## src/pfd_regs.svh

```systemverilog
// register map, field positions and reset values of the frequency divider
// assumes a 32-bit axi4-lite bus, one register per aligned word
`ifndef PFD_REGS_SVH
`define PFD_REGS_SVH

`define PFD_IDX_CONTROL 8'h2E
`define PFD_IDX_DIVISOR 8'h2F
`define PFD_ADDR_CONTROL 8'hB8
`define PFD_ADDR_DIVISOR 8'hBC

`define PFD_BIT_ENABLE 4
`define PFD_BIT_PRE_LO 5
`define PFD_BIT_PRE_HI 6
`define PFD_BIT_SOURCE 7

`define PFD_RST_CONTROL 4'h0
`define PFD_RST_DIVISOR 8'h00

`define PFD_FAST_DIV 2'h3
`define PFD_RESP_OKAY 2'h0
`define PFD_RESP_SLVERR 2'h2

`endif

```

## src/pfd_pkg.sv

```systemverilog
// types shared by the frequency divider
// assumes nothing beyond a systemverilog compiler
package pfd_pkg;
    typedef logic [1:0] pfd_prescale_t;
    typedef logic [7:0] pfd_byte_t;
endpackage

```

## src/pfd_top.sv

```systemverilog
// programmable frequency divider with axi4-lite register access
// assumes source clock pins are slow against aclk (40 MHz)
// What this block does
// - tone output runs only while control enable bit 4 is one.
// - with enable zero, tone output pin is held low.
// - control bits 6:5 pick prescale of 1, 2, 4 or 8.
// - control bit 7 picks fast clock over four, else 32768 Hz clock.
// - prescaler feeds a general counter ended by 8-bit divisor register.
// - divisor writes are ignored while disabled; software enables first.
// - disabled divider clears divisor register to zero.
// - tone frequency is prescaler rate over twice the sum of divisor and one.
// - control bits 3 to 0 always read as zero.
`timescale 1ns/100ps
`include "pfd_regs.svh"

module pfd_top
    import pfd_pkg::*;
(
    input  wire logic        aclk,
    input  wire logic        aresetn,
    input  wire logic [7:0]  awaddr,
    input  wire logic        awvalid,
    output logic             awready,
    input  wire logic [31:0] wdata,
    input  wire logic [3:0]  wstrb,
    input  wire logic        wvalid,
    output logic             wready,
    output logic [1:0]       bresp,
    output logic             bvalid,
    input  wire logic        bready,
    input  wire logic [7:0]  araddr,
    input  wire logic        arvalid,
    output logic             arready,
    output logic [31:0]      rdata,
    output logic [1:0]       rresp,
    output logic             rvalid,
    input  wire logic        rready,
    input  wire logic        fast_clk_pin,
    input  wire logic        slow_clk_pin,
    output logic             tone_output_pin
);

    function automatic logic [2:0] pre_mask(input pfd_prescale_t code);
        pre_mask = 3'((4'h1 << code) - 4'h1);
    endfunction

    function automatic logic hit(input logic [7:0] a, input logic [7:0] b);
        hit = (a == b);
    endfunction

    // control fields
    logic          divider_source_select;
    pfd_prescale_t prescale_sel;
    logic          divider_output_enable;
    pfd_byte_t     divider_divisor;

    // write path
    logic        aw_held;
    logic        w_held;
    logic [7:0]  aw_addr_q;
    logic [7:0]  w_data_q;
    logic        w_lane_q;
    wire         wr_fire   = aw_held && w_held && !bvalid;
    wire         wr_ctrl   = wr_fire && hit(aw_addr_q, `PFD_ADDR_CONTROL) && w_lane_q;
    wire         wr_div    = wr_fire && hit(aw_addr_q, `PFD_ADDR_DIVISOR) && w_lane_q;
    wire         wr_mapped = hit(aw_addr_q, `PFD_ADDR_CONTROL)
                           || hit(aw_addr_q, `PFD_ADDR_DIVISOR);

    assign awready = !aw_held;
    assign wready  = !w_held;

    always_ff @(posedge aclk) begin
        if (!aresetn) begin
            aw_held   <= 1'b0;
            w_held    <= 1'b0;
            aw_addr_q <= 8'h00;
            w_data_q  <= 8'h00;
            w_lane_q  <= 1'b0;
        end else begin
            if (awvalid && awready) begin
                aw_held   <= 1'b1;
                aw_addr_q <= awaddr;
            end else if (wr_fire) begin
                aw_held <= 1'b0;
            end
            if (wvalid && wready) begin
                w_held   <= 1'b1;
                w_data_q <= wdata[7:0];
                w_lane_q <= wstrb[0];
            end else if (wr_fire) begin
                w_held <= 1'b0;
            end
        end
    end

    always_ff @(posedge aclk) begin
        if (!aresetn) begin
            bvalid <= 1'b0;
            bresp  <= `PFD_RESP_OKAY;
        end else if (wr_fire) begin
            bvalid <= 1'b1;
            bresp  <= wr_mapped ? `PFD_RESP_OKAY : `PFD_RESP_SLVERR;
        end else if (bready) begin
            bvalid <= 1'b0;
        end
    end

    // register storage
    always_ff @(posedge aclk) begin
        if (!aresetn) begin
            {divider_source_select, prescale_sel, divider_output_enable} <= `PFD_RST_CONTROL;
        end else if (wr_ctrl) begin
            divider_output_enable <= w_data_q[`PFD_BIT_ENABLE];
            prescale_sel          <= w_data_q[`PFD_BIT_PRE_HI:`PFD_BIT_PRE_LO];
            divider_source_select <= w_data_q[`PFD_BIT_SOURCE];
        end
    end

    always_ff @(posedge aclk) begin
        if (!aresetn) begin
            divider_divisor <= `PFD_RST_DIVISOR;
        end else if (!divider_output_enable) begin
            divider_divisor <= `PFD_RST_DIVISOR;
        end else if (wr_div) begin
            divider_divisor <= w_data_q;
        end
    end

    // read path
    wire        rd_ctrl = hit(araddr, `PFD_ADDR_CONTROL);
    wire        rd_div  = hit(araddr, `PFD_ADDR_DIVISOR);
    wire [7:0]  ctrl_rd = {divider_source_select, prescale_sel,
                           divider_output_enable, 4'h0};
    logic       rd_was_ctrl;

    assign arready = !rvalid;

    always_ff @(posedge aclk) begin
        if (!aresetn) begin
            rvalid      <= 1'b0;
            rdata       <= 32'h00000000;
            rresp       <= `PFD_RESP_OKAY;
            rd_was_ctrl <= 1'b0;
        end else if (arvalid && arready) begin
            rvalid      <= 1'b1;
            rd_was_ctrl <= rd_ctrl;
            rdata       <= {24'h000000, rd_ctrl ? ctrl_rd : (rd_div ? divider_divisor : 8'h00)};
            rresp       <= (rd_ctrl || rd_div) ? `PFD_RESP_OKAY : `PFD_RESP_SLVERR;
        end else if (rready) begin
            rvalid <= 1'b0;
        end
    end

    // pin synchronisers: a level counts once stages two and three agree
    logic [2:0] fast_sync;
    logic [2:0] slow_sync;
    logic       fast_lvl;
    logic       slow_lvl;
    wire        fast_rise = (fast_sync[1] == fast_sync[2]) && fast_sync[1] && !fast_lvl;
    wire        slow_rise = (slow_sync[1] == slow_sync[2]) && slow_sync[1] && !slow_lvl;

    always_ff @(posedge aclk) begin
        if (!aresetn) begin
            fast_sync <= 3'h0;
            slow_sync <= 3'h0;
            fast_lvl  <= 1'b0;
            slow_lvl  <= 1'b0;
        end else begin
            fast_sync <= {fast_sync[1:0], fast_clk_pin};
            slow_sync <= {slow_sync[1:0], slow_clk_pin};
            if (fast_sync[1] == fast_sync[2]) fast_lvl <= fast_sync[1];
            if (slow_sync[1] == slow_sync[2]) slow_lvl <= slow_sync[1];
        end
    end

    // fast clock over four, then source select
    logic [1:0] fast_cnt;
    wire        fast_tick = fast_rise && (fast_cnt == `PFD_FAST_DIV);
    wire        src_tick  = divider_source_select ? fast_tick : slow_rise;

    always_ff @(posedge aclk) begin
        if (!aresetn) begin
            fast_cnt <= 2'h0;
        end else if (fast_rise) begin
            fast_cnt <= fast_cnt + 2'h1;
        end
    end

    // prescaler and general counter
    logic [2:0] pre_cnt;
    logic [7:0] gen_cnt;
    wire        pre_tick = src_tick && ((pre_cnt & pre_mask(prescale_sel))
                           == pre_mask(prescale_sel));
    // >= so a divisor lowered mid-count cannot strand the counter
    wire        term     = pre_tick && (gen_cnt >= divider_divisor);

    always_ff @(posedge aclk) begin
        if (!aresetn || !divider_output_enable) begin
            pre_cnt         <= 3'h0;
            gen_cnt         <= 8'h00;
            tone_output_pin <= 1'b0;
        end else begin
            if (src_tick) pre_cnt <= pre_cnt + 3'h1;
            if (term) begin
                gen_cnt         <= 8'h00;
                tone_output_pin <= !tone_output_pin;
            end else if (pre_tick) begin
                gen_cnt <= gen_cnt + 8'h01;
            end
        end
    end
endmodule

```

## config.mk

```make
export PLATFORM = sky130hd
export DESIGN_NAME = pfd_top
export DESIGN_NICKNAME = d
export VERILOG_FILES = /design/src/pfd_pkg.sv /design/src/pfd_top.sv
export VERILOG_INCLUDE_DIRS = /design/src
export SDC_FILE = /design/constraint.sdc
export NUM_CORES = 1
export LEC_CHECK = 0
export BUFFER_PORTS_ARGS = -buffer_cell sky130_fd_sc_hd__buf_2
export CAP_MARGIN = 20
export CORE_AREA = 2 2 77 79
export CTS_BUF_LIST = sky130_fd_sc_hd__clkbuf_2 sky130_fd_sc_hd__clkbuf_4 sky130_fd_sc_hd__clkbuf_8
export CTS_CLUSTER_SIZE = 16
export DETAILED_ROUTE_END_ITERATION = 10
export DIE_AREA = 0 0 79 81
export GPL_ROUTABILITY_DRIVEN = 0
export GPL_TIMING_DRIVEN = 0
export PLACE_DENSITY_LB_ADDON = 0.1
export SLEW_MARGIN = 5
export SYNTH_ARGS = -nofsm -noshare
export SYNTH_HDL_FRONTEND = slang
export SYNTH_SLANG_ARGS = --single-unit
```

## constraint.sdc

```tcl
create_clock -name aclk -period 5.75 [get_ports aclk]
set_clock_uncertainty 0.05 [all_clocks]
set_input_delay 1.4375 -clock aclk [delete_from_list [all_inputs] [get_ports aclk]]
set_output_delay 1.4375 -clock aclk [all_outputs]
set_load 0.03 [all_outputs]
```

==> results of run 1 <==
-- final cells by class --
| cell class | count | area [um^2] | share of cell area |
|---|---|---|---|
| clock buffers | 11 | 151 | 0.0408 |
| clock inverters | 5 | 77.6 | 0.0209 |
| plain buffers | 37 | 245 | 0.0661 |
| multi-input cells | 235 | 1540 | 0.416 |
| inverters | 14 | 52.6 | 0.0142 |
| well taps | 75 | 93.8 | 0.0253 |
| repair buffers | 49 | 245 | 0.0661 |
| flip-flops and latches | 65 | 1300 | 0.351 |
-- flip-flops by register name (all words and copies together) (netlist names) --
register / cells
prescale_sel: 2
fast_sync: 3
fast_cnt: 2
pre_cnt: 3
slow_sync: 3
w_data_q: 8
bvalid: 1
divider_output_enable: 1
gen_cnt: 8
rvalid: 1
divider_source_select: 1
divider_divisor: 8
bresp: 1
w_lane_q: 1
aw_held: 1
w_held: 1
fast_lvl: 1
slow_lvl: 1
tone_output_pin: 1
rdata: 8
rresp: 1
aw_addr_q: 8
-- cells in the mapped netlist, types with 2 or more instances --
master    count
nand2_1      31
o211ai_2      2
or3_1         4
o211a_1       3
o21a_1        2
and2_1        8
o21ai_0       5
buf_4        26
mux2i_1      23
xor2_1        2
a21boi_0      9
nor2b_1      27
nand4b_1      2
nand3_1      13
inv_1        14
nor3_1        2
ha_1         13
a22oi_1       8
nor2_1       19
a31oi_1       3
nor3_2        2
a21oi_1       8
clkbuf_1      8
o22ai_1       3
dfxtp_1      65
mux2_2        4
-- layout by cell type, fill, tap and decap left out, drive strengths merged, types with 9 or more instances in the layout --
cell type  count
nor2b         28
nand3         13
clkbuf        19
nand2         31
nor2          19
inv           14
buf           78
dfxtp         65
conb          26
ha            13
mux2i         23
a21boi         9
-- metal layers --
metal / up-vias / global-route usage / routed length, um
li1: 1236 / - / -
met1: 1087 / 0.251 / 2780
met2: 67 / 0.326 / 2700
met3: 13 / 0.0522 / 331
met4: 0 / 0.109 / 134
met5: - / 0 / 0
-- critical path: cells and delay by family --
kind / cells / cell delay (ps)
AO/OA/AOI/OAI: 1 / 90
AND/OR/NAND/NOR: 4 / 920
buffers and inverters: 2 / 330
-- how the worst min path moves through the flow --
| stage | start | to | slack (ps) | cells past startpoint |
|---|---|---|---|---|
| final | fast_sync[0]$_SDFF_PN0_ | fast_sync[1]$_SDFF_PN0_ | 390 | 1 |
| after global placement | slow_sync[0]$_SDFF_PN0_ | slow_sync[1]$_SDFF_PN0_ | 360 | 1 |
| after global routing | slow_sync[0]$_SDFF_PN0_ | slow_sync[1]$_SDFF_PN0_ | 400 | 1 |
| after detailed placement | fast_sync[0]$_SDFF_PN0_ | fast_sync[1]$_SDFF_PN0_ | 370 | 1 |
| after floorplan | fast_sync[0]$_SDFF_PN0_ | fast_sync[1]$_SDFF_PN0_ | 360 | 1 |
| after CTS | slow_sync[0]$_SDFF_PN0_ | slow_sync[1]$_SDFF_PN0_ | 390 | 1 |
-- power by group through the flow --
stage	logic (mW)	registers, mW	clock network (mW)
floorplan	0.0700	0.482	0
global placement	0.0950	0.480	0
detailed placement	0.0962	0.480	0
CTS	0.0964	0.470	0.448
global route	0.106	0.471	0.468
finish	0.0962	0.470	0.438
-- stage by stage --
step | hold WS (ps) | instances | setup slack, ps | util | area [um^2]
2_1_floorplan | 362 | 351 | 3270 | - | 3140
6_report | 394 | 491 | 3190 | 0.654 | 3710
3_5_place_dp | 370 | 475 | 2840 | 0.614 | 3480
5_1_grt | 400 | 491 | 3100 | 0.654 | 3710
4_1_cts | 389 | 491 | 3190 | 0.654 | 3710
3_3_place_gp | 364 | 475 | 2870 | 0.614 | 3480
-- logic make-up after synthesis --
family,Yosys count,synth area share
compound gates,48,0.113
xor+xnor,3,0.00862
fa+ha+maj,13,0.0533
buf+inv,51,0.0977
flops,65,0.427
mux,27,0.0903
other cells,1,0.00123
simple gates,118,0.209
==> flow_metrics.env, run 1 <==
export IMPL_power_total_mw=1.00
export IMPL_io_buffer_count=49
export IMPL_syn_area_um2=3050
export IMPL_slowest_delay_ps=460
export IMPL_clock_fmax_ghz=0.390
export IMPL_hold_violations=0
export IMPL_fillers=512
export IMPL_vias=2403
export IMPL_power_switching_mw=0.236
export IMPL_r2r_start="divider_divisor[2]$_SDFFE_PN0P_"
export IMPL_p_leak_nw=1.70
export IMPL_routed_wl_um=5940
export IMPL_area_delta_synth_final_pct=21.7
export IMPL_setup_viol=0
export IMPL_ys_types=46
export IMPL_setup_tns_final_ps=0
export IMPL_die_y_um=81
export IMPL_synth_main_ff_cell="dfxtp_1"
export IMPL_synth_area_leaders="dfxtp_1 43%, mux2i_1 7.6%, buf_4 6.4%"
export IMPL_numClockSinks=65
export IMPL_ys_warn_count=0
export IMPL_ant_nets=0
export IMPL_switching_share=0.235
export IMPL_power_density_nw_per_um2=271
export IMPL_period_needed_ps=2560
export IMPL_crit_arrival_ps=2780
export IMPL_worstSetupEndpointType="flip-flop"
export IMPL_post_route_period_util=0.446
export IMPL_dieWidth_um=79
export IMPL_wl_per_cell_um=12.1
export IMPL_ys_seq_elements=65
export IMPL_clock_latency_ps=340
export IMPL_synth_edf_count=0
export IMPL_rows=28
export IMPL_num_nets_final=485
export IMPL_synthCells=326
export IMPL_rrSetupSlack_ps=3730
export IMPL_clk_pin_slew_ps=70
export IMPL_numCtsBuffers=9
export IMPL_cts_resized=0
export IMPL_cts_tree="yes"
export IMPL_coreArea_um2=5680
export IMPL_yosys_area_top_type="dfxtp_1"
export IMPL_drt_pass1_iterations=4
export IMPL_antenna_cells=0
export IMPL_timing_rr_end="gen_cnt[7]$_SDFFE_PP0P_"
export IMPL_maxSlewHeadroom=0.626
export IMPL_synthArstFlopShare=0
export IMPL_ir_drop_mv=0.189
export IMPL_hold_class="reg2reg"
export IMPL_pwr_share_seq=0.468
export IMPL_worst_pin_slew_ps=560
export IMPL_drive_above_1_share=0.260
export IMPL_r2r_worst_path_cells=8
export IMPL_syn_avg_cell_area_um2=9.35
export IMPL_ios=103
export IMPL_dp_hpwl_um=4420
export IMPL_crit_fanout=10
export IMPL_path_class="in2reg"
export IMPL_cp_cell_sequence="buf_2 > nand2b_1 > clkbuf_1 > nor3_2 > and2_1 > a22oi_1 > nor2b_1"
export IMPL_grt_use_total=0.203
export IMPL_endpoint="rdata[1]$_SDFFE_PN0P_"
export IMPL_initial_core_util=0.537
export IMPL_pwr_share_comb=0.096
export IMPL_antenna_found_initial=0
export IMPL_slowest_stage="nor3_2"
export IMPL_worst_ep_required_time_ps=5970
export IMPL_clockPowerShare=0.436
export IMPL_grt_pass1_wl_um=9880
export IMPL_root_buffer="clkbuf_8"
export IMPL_cts_path_max_buffers=2
export IMPL_cts_hold_buf=0
export IMPL_viasPerCell=4.89
export IMPL_post_cts_buffers=0
export IMPL_rsz0062_at_grt="false"
export IMPL_max_cap_viol_count=0
export IMPL_die_area_um2=6400
export IMPL_drt_first_iter_violations=100
export IMPL_drc_errors=0
export IMPL_p_int_mw=0.768
export IMPL_startpoint="arvalid"
export IMPL_slew_violations=0
export IMPL_synth_seq_area_share=0.427
export IMPL_grt_pass1_vias=2168
export IMPL_synth_top_area_share=0.427
export IMPL_h_tree_depth=3
export IMPL_grt_max_degree=12
export IMPL_outcome="finished, final reports clean"
export IMPL_grt_overflow=0
export IMPL_start_kind="input port"
Power figures use the tool's default switching activity.
==> run 2, diff against run 1 <==
--- a/config.mk
+++ b/config.mk
@@ -8,11 +8,11 @@
 export LEC_CHECK = 0
 export BUFFER_PORTS_ARGS = -buffer_cell sky130_fd_sc_hd__buf_2
 export CAP_MARGIN = 20
-export CORE_AREA = 2 2 77 79
+export CORE_AREA = 2 2 84 86
 export CTS_BUF_LIST = sky130_fd_sc_hd__clkbuf_2 sky130_fd_sc_hd__clkbuf_4 sky130_fd_sc_hd__clkbuf_8
 export CTS_CLUSTER_SIZE = 16
 export DETAILED_ROUTE_END_ITERATION = 10
-export DIE_AREA = 0 0 79 81
+export DIE_AREA = 0 0 86 88
 export GPL_ROUTABILITY_DRIVEN = 0
 export GPL_TIMING_DRIVEN = 0
 export PLACE_DENSITY_LB_ADDON = 0.1
==> constraint.sdc (replaced) <==
create_clock -name aclk -period 2.1 [get_ports aclk]
set_clock_uncertainty 0.05 [all_clocks]
set_input_delay 0.525 -clock aclk [delete_from_list [all_inputs] [get_ports aclk]]
set_output_delay 0.525 -clock aclk [all_outputs]
set_load 0.03 [all_outputs]
==> run 2 against run 1 <==
  * Sequential share of layout area about the same
  * Non-clock buffer count rose by 1
  * Worst hold slack got worse by 50 ps
  * Power rose to 2.6 times the previous value
  * Clock power increased to 2.5 times the previous value
  * Die area up 18%
  * Global-route usage shrank 3.0 points
  * First-iteration DRC count shrank 37%
  * Largest cell class unchanged
  * Highest routed layer unchanged
==> flow_metrics.env, run 2 (same netlist as run 1, synthesis figures left out) <==
export IMPL_outcome="finished, final reports clean"
export IMPL_root_buffer="clkbuf_8"
export IMPL_worst_pin_slew_ps=565
export IMPL_path_class="reg2reg"
export IMPL_clock_latency_ps=340
export IMPL_rrSetupSlack_ps=140
export IMPL_antenna_found_initial=0
export IMPL_final_cell_mix="64 x dfxtp_1, 50 x buf_2, 31 x nand2_1"
export IMPL_io_buffer_count=49
export IMPL_p_leak_nw=1.69
export IMPL_slew_violations=0
export IMPL_wl_per_cell_um=12.1
export IMPL_numClockSinks=65
export IMPL_grt_use_total=0.173
export IMPL_ios=103
export IMPL_rows=30
export IMPL_timing_rr_end="gen_cnt[5]$_SDFFE_PP0P_"
export IMPL_h_tree_depth=3
export IMPL_setup_viol=0
export IMPL_coreArea_um2=6640
export IMPL_layout_commonest_cell="dfxtp_1"
export IMPL_vias=2367
export IMPL_period_needed_ps=1960
export IMPL_drt_first_iter_violations=63
export IMPL_dieWidth_um=86
export IMPL_clockPowerShare=0.416
export IMPL_hold_class="in2reg"
export IMPL_p_int_mw=1.99
export IMPL_grt_overflow=0
export IMPL_drive_above_1_share=0.266
export IMPL_numCtsBuffers=9
export IMPL_crit_fanout=10
export IMPL_viasPerCell=4.76
export IMPL_cts_path_max_buffers=2
export IMPL_r2r_start="divider_divisor[2]$_SDFFE_PN0P_"
export IMPL_hold_violations=0
export IMPL_cts_tree="yes"
export IMPL_design_area_um2=3710
export IMPL_ant_nets=0
export IMPL_post_route_period_util=0.935
export IMPL_r2r_worst_path_cells=8
export IMPL_max_cap_viol_count=0
export IMPL_antenna_cells=0
export IMPL_die_area_um2=7570
export IMPL_dp_hpwl_um=4530
export IMPL_pwr_share_comb=0.099
export IMPL_fillers=633
export IMPL_die_y_um=88
export IMPL_routed_wl_um=6030
export IMPL_power_switching_mw=0.664
export IMPL_drc_errors=0
export IMPL_regArea_um2=1300
export IMPL_clk_pin_slew_ps=70
export IMPL_maxSlewHeadroom=0.623
export IMPL_initial_core_util=0.459
export IMPL_area_delta_synth_final_pct=21.8
export IMPL_multi_input_area_um2=1550
export IMPL_endpoint="gen_cnt[5]$_SDFFE_PP0P_"
export IMPL_worstSetupEndpointType="flip-flop"
export IMPL_crit_arrival_ps=2170
export IMPL_grt_pass1_vias=2201
export IMPL_num_nets_final=486
export IMPL_startpoint="divider_divisor[2]$_SDFFE_PN0P_"
export IMPL_drt_pass1_iterations=4
export IMPL_power_total_mw=2.66
export IMPL_worst_ep_required_time_ps=2310
export IMPL_clock_fmax_ghz=0.509
export IMPL_dpl_cell_area_um2=3490
export IMPL_grt_max_degree=13
export IMPL_switching_share=0.250
export IMPL_start_kind="flip-flop"
export IMPL_grt_pass1_wl_um=10200
export IMPL_pwr_share_seq=0.485
export IMPL_ir_drop_mv=0.452
export IMPL_power_density_nw_per_um2=715
==> run 2: area by class of cell <==
class | instances | share of cell area
Clock inverter | 5 | 0.0168
Buffer | 37 | 0.0660
Multi-Input combinational cell | 235 | 0.417
Tap cell | 80 | 0.0269
Clock buffer | 11 | 0.0408
Inverter | 14 | 0.0141
Timing Repair Buffer | 50 | 0.0680
Sequential cell | 65 | 0.351
==> run 2: how the worst min path moves through the flow <==
stage                     cells past startpoint                       to  slack, ps                    start
after floorplan                               1  fast_sync[1]$_SDFF_PN0_        360  fast_sync[0]$_SDFF_PN0_
after global placement                        1  slow_sync[1]$_SDFF_PN0_        370  slow_sync[0]$_SDFF_PN0_
after detailed placement                      1  fast_sync[1]$_SDFF_PN0_        370  fast_sync[0]$_SDFF_PN0_
after CTS                                     2  fast_sync[0]$_SDFF_PN0_        330             fast_clk_pin
after global routing                          2  slow_sync[0]$_SDFF_PN0_        330             slow_clk_pin
final                                         2  fast_sync[0]$_SDFF_PN0_        340             fast_clk_pin
==> run 2: power groups by stage <==
stage / registers, mW / clock network, mW / logic (mW)
floorplan: 1.32 / 0 / 0.192
global placement: 1.32 / 0 / 0.261
detailed placement: 1.32 / 0 / 0.263
CTS: 1.29 / 1.14 / 0.264
global route: 1.29 / 1.21 / 0.288
finish: 1.29 / 1.10 / 0.263
==> run 2: critical path: stages (launching register included) <==
cell and delay (ps):
dfxtp_1 360, inv_1 60, ha_1 200, or4_1 520
a21oi_2 110, o32a_2 190, buf_6 150, nand3_1 80
a31oi_1 170
==> run 2: layer usage <==
metal / global-route usage / up-vias / share of wire
met3: 0.0415 / 8 / 0.060
li1: - / 1242 / -
met2: 0.277 / 74 / 0.44
met4: 0.0736 / 0 / 0.011
met1: 0.223 / 1043 / 0.49
met5: 0 / - / 0
==> run 2: repair_timing <==
action	4_1_cts	5_1_grt
endpoints found under the setup margin	0	9
buffers inserted	0	1
hold endpoints to repair	0	0
hold buffers	0	0
resized for setup	0	2
==> run 2: metrics by stage <==
step | util | hold WS, ps | worst slack [ps] | cells | TNS [ps]
final | 0.559 | 344 | 137 | 497 | 0
after global routing | 0.559 | 330 | -0.250 | 497 | -0.250
after CTS | 0.557 | 330 | 45.9 | 496 | 0
after detailed placement | 0.525 | 368 | 62.3 | 480 | 0
after global placement | 0.525 | 365 | 116 | 480 | 0
after floorplan | - | 362 | 285 | 351 | 0
